### src/include/emcr_pkg.sv
// constants, offsets, field positions and reset values of the mac config block
// assumes one 200 MHz system clock and a bar1 register window decoded upstream
package emcr_pkg;
  localparam int unsigned SYS_CLK_HZ      = 200_000_000;
  localparam int unsigned CLK_PERIOD_NS   = 5;
  localparam int unsigned MDC_MAX_HZ      = 2_500_000;
  localparam int unsigned MDC_MIN_DIV     = (SYS_CLK_HZ + 2 * MDC_MAX_HZ - 1)
                                            / (2 * MDC_MAX_HZ) - 1;
  localparam int unsigned CORE_RST_NS     = 40;
  localparam int unsigned CORE_RST_CYCLES = (CORE_RST_NS + CLK_PERIOD_NS - 1)
                                            / CLK_PERIOD_NS;
  localparam int unsigned MIN_FRAME_BYTES = 64;
  localparam int unsigned ADDR_W          = 16;
  localparam int unsigned DATA_W          = 32;
  localparam int unsigned IND_W           = 10;
  localparam int unsigned DIV_W           = 6;
  localparam int unsigned LEN_W           = 16;
  // direct offsets inside bar1
  localparam logic [15:0] OFF_RESET    = 16'h0000;
  localparam logic [15:0] OFF_IND_CTRL = 16'h0024;
  localparam logic [15:0] OFF_IND_DATA = 16'h0028;
  localparam logic [15:0] OFF_CRC_CNT  = 16'h0298;
  localparam logic [15:0] OFF_LEN_CNT  = 16'h02b8;
  localparam logic [15:0] OFF_UND_CNT  = 16'h02f0;
  // indirect word addresses
  localparam logic [9:0]  IND_RX       = 10'h240;
  localparam logic [9:0]  IND_TX       = 10'h280;
  localparam logic [9:0]  IND_MGMT     = 10'h340;
  localparam logic [9:0]  IND_FILT     = 10'h390;
  // field positions
  localparam int unsigned CORE_RST_BIT  = 31;
  localparam int unsigned STATS_RST_BIT = 18;
  localparam int unsigned CFG_RST_BIT   = 31;
  localparam int unsigned OVERSIZE_BIT  = 30;
  localparam int unsigned FCS_BIT       = 29;
  localparam int unsigned PATH_EN_BIT   = 28;
  localparam int unsigned LEN_DIS_BIT   = 25;
  localparam int unsigned MDIO_EN_BIT   = 6;
  localparam int unsigned ACCEPT_BIT    = 31;
  localparam int unsigned IND_WR_BIT    = 15;
  // reset values and writable masks
  localparam logic [31:0] RX_CFG_RST  = 32'h7000_0000;
  localparam logic [31:0] TX_CFG_RST  = 32'h5000_0000;
  localparam logic [31:0] MGMT_RST    = 32'h0000_0000;
  localparam logic [31:0] FILT_RST    = 32'h0000_0000;
  localparam logic [31:0] RX_CFG_MASK = 32'h7200_0000;
  localparam logic [31:0] TX_CFG_MASK = 32'h7000_0000;
  localparam logic [31:0] MGMT_MASK   = 32'h0000_007f;
  localparam logic [31:0] FILT_MASK   = 32'h8000_0000;
endpackage : emcr_pkg

### src/design/emcr_mac_regs.sv
// control and status registers of the ethernet mac, direct and indirect
// assumes bar1 hit, strobes and frame events come from logic on i_clk_sys
module emcr_mac_regs (
  input  wire logic                        i_clk_sys,
  input  wire logic                        i_sys_rst,
  input  wire logic                        i_bar1_hit,
  input  wire logic                        i_reg_wr,
  input  wire logic                        i_reg_rd,
  input  wire logic [emcr_pkg::ADDR_W-1:0] i_reg_addr,
  input  wire logic [emcr_pkg::DATA_W-1:0] i_reg_wdata,
  output logic      [emcr_pkg::DATA_W-1:0] o_reg_rdata,
  output logic                             o_reg_ack,
  input  wire logic                        i_rx_crc_fail,
  input  wire logic [emcr_pkg::LEN_W-1:0]  i_rx_frame_bytes,
  input  wire logic                        i_rx_len_mismatch,
  input  wire logic                        i_rx_dest_match,
  input  wire logic                        i_rx_oversize,
  input  wire logic                        i_tx_underrun,
  input  wire logic                        i_tx_oversize,
  output logic                             o_core_soft_reset,
  output logic                             o_counter_block_reset,
  output logic                             o_rx_reset,
  output logic                             o_tx_reset,
  output logic                             o_rx_enable,
  output logic                             o_rx_fcs_pass,
  output logic                             o_rx_length_check,
  output logic                             o_rx_frame_accept,
  output logic                             o_tx_enable,
  output logic                             o_tx_fcs_insert,
  output logic                             o_tx_send_allowed,
  output logic                             o_mdio_enable,
  output logic                             o_mdc,
  output logic                             o_mdc_active
);
  import emcr_pkg::*;

  // ************************************************************
  // register access decode
  // ************************************************************
  logic              wr_hit;
  logic              rd_hit;
  logic              wr_reset_word;
  logic              wr_core;
  logic              wr_stats;
  logic              wr_ind_ctrl;
  logic              ind_write;
  logic              ind_read;
  logic [IND_W-1:0]  ind_addr;
  logic [31:0]       ind_data_reg;
  logic [31:0]       rx_cfg_reg;
  logic [31:0]       tx_cfg_reg;
  logic [31:0]       mgmt_cfg_reg;
  logic [31:0]       filt_cfg_reg;
  logic [3:0]        core_cnt_reg;
  logic              rx_rst_reg;
  logic              tx_rst_reg;
  logic              stats_rst_reg;
  logic              mgmt_ok_reg;
  logic              rx_accept_reg;
  logic              tx_allow_reg;
  logic [31:0]       rdata_reg;
  logic              ack_reg;
  logic [31:0]       crc_count;
  logic [31:0]       len_count;
  logic [31:0]       und_count;
  logic              crc_event;
  logic              len_event;
  logic              und_event;
  logic              mdc_run;
  logic              core_busy;

  assign wr_hit        = i_reg_wr && i_bar1_hit;
  assign rd_hit        = i_reg_rd && i_bar1_hit;
  assign wr_reset_word = wr_hit && (i_reg_addr == OFF_RESET);
  assign wr_core       = wr_reset_word && i_reg_wdata[CORE_RST_BIT];
  assign wr_stats      = wr_reset_word && i_reg_wdata[STATS_RST_BIT];
  assign wr_ind_ctrl   = wr_hit && (i_reg_addr == OFF_IND_CTRL);
  assign ind_addr      = i_reg_wdata[IND_W-1:0];
  // indirect words are reached only through the control and data words
  assign ind_write     = wr_ind_ctrl && i_reg_wdata[IND_WR_BIT];
  assign ind_read      = wr_ind_ctrl && !i_reg_wdata[IND_WR_BIT];
  assign core_busy     = (core_cnt_reg != 4'h0);

  // ************************************************************
  // core and statistics reset
  // ************************************************************
  always_ff @(posedge i_clk_sys) begin
    if (i_sys_rst) begin
      core_cnt_reg <= 4'h0;
    end else if (wr_core) begin
      core_cnt_reg <= 4'(CORE_RST_CYCLES);
    end else if (core_busy) begin
      core_cnt_reg <= core_cnt_reg - 4'h1;
    end
  end
  always_ff @(posedge i_clk_sys) begin
    if (i_sys_rst) begin
      stats_rst_reg <= 1'b0;
    end else begin
      stats_rst_reg <= wr_stats;
    end
  end

  // ************************************************************
  // indirect data word
  // ************************************************************
  function automatic logic [31:0] ind_mux(input logic [IND_W-1:0] a,
                                          input logic [31:0] rx,
                                          input logic [31:0] tx,
                                          input logic [31:0] mg,
                                          input logic [31:0] fl);
    logic [31:0] v;
    v = 32'h0000_0000;
    case (a)
      IND_RX:   v = rx;
      IND_TX:   v = tx;
      IND_MGMT: v = mg;
      IND_FILT: v = fl;
      default:  v = 32'h0000_0000;
    endcase
    return v;
  endfunction : ind_mux

  always_ff @(posedge i_clk_sys) begin
    if (i_sys_rst) begin
      ind_data_reg <= 32'h0000_0000;
    end else if (wr_hit && (i_reg_addr == OFF_IND_DATA)) begin
      ind_data_reg <= i_reg_wdata;
    end else if (ind_read) begin
      ind_data_reg <= ind_mux(ind_addr, rx_cfg_reg, tx_cfg_reg,
                              mgmt_cfg_reg, filt_cfg_reg);
    end
  end

  // ************************************************************
  // receive configuration
  // ************************************************************
  always_ff @(posedge i_clk_sys) begin
    if (i_sys_rst || core_busy) begin
      rx_cfg_reg <= RX_CFG_RST;
      rx_rst_reg <= 1'b0;
    end else if (ind_write && (ind_addr == IND_RX)) begin
      if (ind_data_reg[CFG_RST_BIT]) begin
        rx_cfg_reg <= RX_CFG_RST;
        rx_rst_reg <= 1'b1;
      end else begin
        rx_cfg_reg <= ind_data_reg & RX_CFG_MASK;
        rx_rst_reg <= 1'b0;
      end
    end else begin
      rx_rst_reg <= 1'b0;
    end
  end

  // ************************************************************
  // transmit configuration
  // ************************************************************
  always_ff @(posedge i_clk_sys) begin
    if (i_sys_rst || core_busy) begin
      tx_cfg_reg <= TX_CFG_RST;
      tx_rst_reg <= 1'b0;
    end else if (ind_write && (ind_addr == IND_TX)) begin
      if (ind_data_reg[CFG_RST_BIT]) begin
        tx_cfg_reg <= TX_CFG_RST;
        tx_rst_reg <= 1'b1;
      end else begin
        tx_cfg_reg <= ind_data_reg & TX_CFG_MASK;
        tx_rst_reg <= 1'b0;
      end
    end else begin
      tx_rst_reg <= 1'b0;
    end
  end

  // ************************************************************
  // management and address filter
  // ************************************************************
  always_ff @(posedge i_clk_sys) begin
    if (i_sys_rst || core_busy) begin
      mgmt_cfg_reg <= MGMT_RST;
      mgmt_ok_reg  <= 1'b0;
    end else if (ind_write && (ind_addr == IND_MGMT)) begin
      mgmt_cfg_reg <= ind_data_reg & MGMT_MASK;
      mgmt_ok_reg  <= (ind_data_reg[DIV_W-1:0] >= DIV_W'(MDC_MIN_DIV));
    end
  end
  always_ff @(posedge i_clk_sys) begin
    if (i_sys_rst || core_busy) begin
      filt_cfg_reg <= FILT_RST;
    end else if (ind_write && (ind_addr == IND_FILT)) begin
      filt_cfg_reg <= ind_data_reg & FILT_MASK;
    end
  end
  assign mdc_run = mgmt_ok_reg && mgmt_cfg_reg[MDIO_EN_BIT];
  emcr_mdc_gen u_mdc (
    .i_clk_sys (i_clk_sys),
    .i_sys_rst (i_sys_rst),
    .i_run     (mdc_run),
    .i_divide  (mgmt_cfg_reg[DIV_W-1:0]),
    .o_mdc     (o_mdc)
  );

  // ************************************************************
  // frame admission
  // ************************************************************
  always_ff @(posedge i_clk_sys) begin
    if (i_sys_rst) begin
      rx_accept_reg <= 1'b0;
    end else begin
      rx_accept_reg <= rx_cfg_reg[PATH_EN_BIT]
        && (filt_cfg_reg[ACCEPT_BIT] || i_rx_dest_match)
        && (rx_cfg_reg[OVERSIZE_BIT] || !i_rx_oversize);
    end
  end
  always_ff @(posedge i_clk_sys) begin
    if (i_sys_rst) begin
      tx_allow_reg <= 1'b0;
    end else begin
      tx_allow_reg <= tx_cfg_reg[PATH_EN_BIT]
        && (tx_cfg_reg[OVERSIZE_BIT] || !i_tx_oversize);
    end
  end

  // ************************************************************
  // statistics counters
  // ************************************************************
  assign crc_event = rx_cfg_reg[PATH_EN_BIT] && i_rx_crc_fail
    && (i_rx_frame_bytes >= LEN_W'(MIN_FRAME_BYTES));
  assign len_event = rx_cfg_reg[PATH_EN_BIT] && i_rx_len_mismatch
    && !rx_cfg_reg[LEN_DIS_BIT];
  assign und_event = tx_cfg_reg[PATH_EN_BIT] && i_tx_underrun;
  emcr_event_counter #(.WIDTH(DATA_W)) u_crc_cnt (
    .i_clk_sys (i_clk_sys),
    .i_sys_rst (i_sys_rst),
    .i_clear   (wr_stats),
    .i_event   (crc_event),
    .o_count   (crc_count)
  );
  emcr_event_counter #(.WIDTH(DATA_W)) u_len_cnt (
    .i_clk_sys (i_clk_sys),
    .i_sys_rst (i_sys_rst),
    .i_clear   (wr_stats),
    .i_event   (len_event),
    .o_count   (len_count)
  );
  emcr_event_counter #(.WIDTH(DATA_W)) u_und_cnt (
    .i_clk_sys (i_clk_sys),
    .i_sys_rst (i_sys_rst),
    .i_clear   (wr_stats),
    .i_event   (und_event),
    .o_count   (und_count)
  );

  // ************************************************************
  // read data and acknowledge
  // ************************************************************
  always_ff @(posedge i_clk_sys) begin
    if (i_sys_rst) begin
      rdata_reg <= 32'h0000_0000;
      ack_reg   <= 1'b0;
    end else begin
      ack_reg <= wr_hit || rd_hit;
      if (rd_hit) begin
        case (i_reg_addr)
          OFF_RESET:    rdata_reg <= {core_busy, 31'h0000_0000};
          OFF_IND_DATA: rdata_reg <= ind_data_reg;
          OFF_CRC_CNT:  rdata_reg <= crc_count;
          OFF_LEN_CNT:  rdata_reg <= len_count;
          OFF_UND_CNT:  rdata_reg <= und_count;
          default:      rdata_reg <= 32'h0000_0000;
        endcase
      end
    end
  end

  assign o_reg_rdata           = rdata_reg;
  assign o_reg_ack             = ack_reg;
  assign o_core_soft_reset     = core_busy;
  assign o_counter_block_reset = stats_rst_reg;
  assign o_rx_reset            = rx_rst_reg;
  assign o_tx_reset            = tx_rst_reg;
  assign o_rx_enable           = rx_cfg_reg[PATH_EN_BIT];
  assign o_rx_fcs_pass         = rx_cfg_reg[FCS_BIT];
  assign o_rx_length_check     = !rx_cfg_reg[LEN_DIS_BIT];
  assign o_rx_frame_accept     = rx_accept_reg;
  assign o_tx_enable           = tx_cfg_reg[PATH_EN_BIT];
  assign o_tx_fcs_insert       = !tx_cfg_reg[FCS_BIT];
  assign o_tx_send_allowed     = tx_allow_reg;
  assign o_mdio_enable         = mgmt_cfg_reg[MDIO_EN_BIT];
  assign o_mdc_active          = mdc_run;
endmodule : emcr_mac_regs

### src/design/emcr_event_counter.sv
// one statistics counter, wrapping, cleared by a pulse
// assumes event and clear come from logic on the same clock
module emcr_event_counter #(
  parameter int unsigned WIDTH = 32
) (
  input  wire logic             i_clk_sys,
  input  wire logic             i_sys_rst,
  input  wire logic             i_clear,
  input  wire logic             i_event,
  output logic [WIDTH-1:0]      o_count
);
  logic [WIDTH-1:0] count_reg;

  // an event in the clearing cycle is kept as a count of one
  always_ff @(posedge i_clk_sys) begin
    if (i_sys_rst) begin
      count_reg <= '0;
    end else if (i_event) begin
      count_reg <= i_clear ? WIDTH'(1) : count_reg + WIDTH'(1);
    end else if (i_clear) begin
      count_reg <= '0;
    end
  end

  assign o_count = count_reg;
endmodule : emcr_event_counter

### src/design/emcr_mdc_gen.sv
// management clock divider, output low while stopped
// assumes divide and run are flops on the same clock
module emcr_mdc_gen (
  input  wire logic                      i_clk_sys,
  input  wire logic                      i_sys_rst,
  input  wire logic                      i_run,
  input  wire logic [emcr_pkg::DIV_W-1:0] i_divide,
  output logic                           o_mdc
);
  import emcr_pkg::*;

  logic [DIV_W-1:0] div_cnt_reg;
  logic             mdc_reg;

  // half period is divide plus one system cycles
  always_ff @(posedge i_clk_sys) begin
    if (i_sys_rst || !i_run) begin
      div_cnt_reg <= '0;
      mdc_reg     <= 1'b0;
    end else if (div_cnt_reg >= i_divide) begin
      div_cnt_reg <= '0;
      mdc_reg     <= !mdc_reg;
    end else begin
      div_cnt_reg <= div_cnt_reg + DIV_W'(1);
    end
  end

  assign o_mdc = mdc_reg;
endmodule : emcr_mdc_gen

### config.mk
export PLATFORM = sky130hd
export DESIGN_NAME = emcr_mac_regs
export DESIGN_NICKNAME = d
export VERILOG_FILES = /design/src/include/emcr_pkg.sv /design/src/design/emcr_mac_regs.sv /design/src/design/emcr_event_counter.sv /design/src/design/emcr_mdc_gen.sv
export SDC_FILE = /design/constraint.sdc
export NUM_CORES = 1
export LEC_CHECK = 0
export ABC_AREA = 1
export BUFFER_PORTS_ARGS = -buffer_cell sky130_fd_sc_hd__buf_2
export CORE_ASPECT_RATIO = 0.8
export CORE_UTILIZATION = 36
export CTS_BUF_LIST = sky130_fd_sc_hd__clkbuf_8
export CTS_CLUSTER_DIAMETER = 40
export CTS_CLUSTER_SIZE = 20
export DETAILED_ROUTE_END_ITERATION = 6
export GPL_ROUTABILITY_DRIVEN = 0
export GPL_TIMING_DRIVEN = 0
export MAX_ROUTING_LAYER = met4
export PLACE_DENSITY_LB_ADDON = 0.12
export SETUP_SLACK_MARGIN = 0.2
export SLEW_MARGIN = 10
export SYNTH_ARGS = -nofsm -noshare
export SYNTH_HDL_FRONTEND = slang
export SYNTH_SLANG_ARGS = --single-unit
### constraint.sdc
create_clock -name i_clk_sys -period 1.9 [get_ports i_clk_sys]
set_input_delay 0.095 -clock i_clk_sys [delete_from_list [all_inputs] [get_ports i_clk_sys]]
set_output_delay 0.095 -clock i_clk_sys [all_outputs]
set_load 0.01 [all_outputs]
==> results.ini <==
[sta]
fin_crit_sh_pct=85.2
worstMarginPinSlew_ps=830
fin_skew_ps=16.7
max_slew_margin_pct=44.7
setup_viol=0
period_needed_ps=1620
fmax_mhz=618
final_hold_viol_count=0
final_max_slew_viol_count=0
rsz0062_at_grt=yes
finalSetupTns_ps=0

[pwr]
p_total_w=0.00807
p_comb_share_pct=9.9
clockPowerShare_pct=38.8
ir_drop_v=0.000412
power_density_mw_per_mm2=623
p_leak_nw=5.39
swShare_pct=27.0
seqPwrFrac_pct=51.3
power_switching_w=0.00218
internal-power_w=0.00589

[worst_hold_path]
hp-class=in -> reg
min-delay-start=i_reg_rd

[die]
core_area_mm2=0.0286
pin_count=122
start_util_pct=37.0
dieArea_mm2=0.0300
die_w_um=193
die_h_um=155
row_count=55

[detailed_routing]
vias=11364
via_per_inst=5.11
drc_errors=3
drt_iter0_drc=835
ant_nets=0
wirelength_um=37300
avgRoutedWirePerCell_um=16.8
dr.pass1.iters=7

[worst_setup_path]
crit_path_start_kind=flip-flop
slowest_stage=dfxtp_2
worstPathRequired_ps=2320
slowest_delay_ps=400
cp_cell_sequence=ha_4, a21boi_2, o21ai_1, nand3_1, or2_4, buf_8, nor3b_2
cp-startpoint=u_mdc.div_cnt_reg[1]
r2r-start=u_mdc.div_cnt_reg[1]
crit_type=reg -> reg
crit_fanout=6
crit_path_end_kind=flip-flop
worstPathArrival_ps=2040

[placement]
dp.final_hpwl_um=29000
io_buffers=114

[finish]
n_antenna_cell=0
nFillCells=3066
drive_gt1_share_pct=17.5
nets=1929
area_delta_synth_final_pct=22.7

[clocking]
clk_latency_ps=500
clock_path_buffers=2
cts-buffers-inserted=17
cts-root-buf=clkbuf_8
cts_tree=done
cts_sinks=193
clk_pin_slew_worst_paths_ps=100
ctsHtreeMaxLevel=4

[synth]
synth-seq-cells=193
netlist_area_mm2=0.0106
ys.warnings.count=0
syn_inst=1653
synth-main-ff-cell=dfxtp_1
synthesis.nets=1740
syn_avg_cell_area_um2=6.38
postSynth.asyncResetShare_pct=0
seq_area_frac_synth_pct=36.6
synth_area_leader_cell=dfxtp_1
yosys.area.top_type_share_pct=36.6
synth_edf_count=0
synth_most_common_cell=nand2_1
ys_types=40
synth_area_leaders=dfxtp_1, nand2_1, nand3_1
synth_commonest_cells=nand2_1, nor2_1, nand3_1

[global_route]
use_met2_pct=36.8
grt.total_usage_pct=25.7
grtUsageMet3_pct=4.36
met1_usage_pct=37.7
grt_overflow=0
grt_pass1_wl_um=58200
grt.busiest_layer=met1
grt_pass1_vias=10322
antenna_found_initial=1
grt_max_degree=17

[outcome]
violations=design-rule violations
outcome=complete, but fails checks

[flow_run]
maxCapViolations=0

[layout make-up]
type | count | area (µm²) | area share [%]
Buffer | 64 | 350 | 2.70
Clock buffer | 19 | 262 | 2.02
Clock inverter | 13 | 180 | 1.39
Inverter | 160 | 608 | 4.69
Multi-Input combinational cell | 1236 | 6100 | 47.1
Sequential cell | 193 | 3910 | 30.2
Tap cell | 370 | 463 | 3.57
Timing Repair Buffer | 170 | 1080 | 8.35
[layer usage]
layer / routed length (µm) / up-vias
li1: - / 5744
met1: 18900 / 5219
met2: 15500 / 373
met3: 2530 / 28
met4: 418 / 0
met5: 0 / -
[worst max-delay path, delay by kind of cell, from the launching register on]
| family | cells | cell delay, ps |
|---|---|---|
| adder cells (fa/ha/maj) | 1 | 210 |
| AND/OR/NAND/NOR | 3 | 540 |
| AO/OA/AOI/OAI | 2 | 280 |
| flip-flops | 1 | 400 |
| buffers and inverters | 1 | 130 |
[through the flow]
stage	utilization, %	std cells	area [µm²]	hold WS (ps)	worst slack [ps]
5_1_grt	45.4	2225	13000	51.8	171
3_5_place_dp	40.6	2137	11600	281	-223
6_report	45.4	2225	13000	39.6	282
3_3_place_gp	40.6	2137	11600	275	-226
2_1_floorplan	-	1653	10600	187	253
4_1_cts	43.8	2209	12500	6.88	115
[cells in the final DEF (no fill, tap or decap), types with 15 or more instances in the layout]
master         synthesis  layout
dlygate4sd3_1          0      36
xor2_1                15      15
inv_1                153     149
o21ai_1               30      32
dfxtp_1              193     164
buf_2                 28     140
a21oi_1              108     107
nand3_1              219     213
nor3_1                31      27
nor2_1               233     212
nor2_4                 7      18
buf_4                  8      28
nand2_1              440     432
clkbuf_8               0      19
clkbuf_1              26      22
o21ai_0               39      37
nand4_1               40      40
nor2_2                 5      15
dfxtp_2                0      24
[logic make-up (layout without fill, tap and decap cells)]
group / Yosys count / after routing / synth area share, %
buffers and inverters: 224 / 426 / 8.73
AO/OA/AOI/OAI: 196 / 196 / 9.72
AND/OR/NAND/NOR: 1003 / 1003 / 41.4
adder cells (fa/ha/maj): 12 / 12 / 1.42
flip-flops: 193 / 193 / 36.6
XOR/XNOR: 25 / 25 / 2.07
[worst paths after layout]
| kind | to | slack [ps] | cells after the start |
|---|---|---|---|
| setup / recovery | u_mdc.div_cnt_reg[2] | 280 | 7 |
| hold / removal | o_reg_rdata[1] | 40 | 4 |
| setup reg to reg | u_mdc.div_cnt_reg[2] | 280 | 7 |
| hold reg to reg | o_reg_rdata[30] | 470 | 2 |
[repair_timing]
item / 4_1_cts / 5_1_grt
endpoints found under the setup margin: 66 / 88
gates resized for setup: 35 / 100
hold buffers: 36 / 0
endpoints found under the hold margin: 37 / 0
pin swaps: 7 / 23
buffers inserted: 4 / 16
[power by group through the flow]
stage,combinational (W),sequential (W),clock [W]
5_1_grt,0.000889,0.00415,0.00334
3_3_place_gp,0.000653,0.00423,0
4_1_cts,0.000747,0.00414,0.00318
6_report,0.000798,0.00414,0.00313
3_5_place_dp,0.000661,0.00423,0
2_1_floorplan,0.000387,0.00423,0
Note: power is estimated with default switching activity, not from simulation.
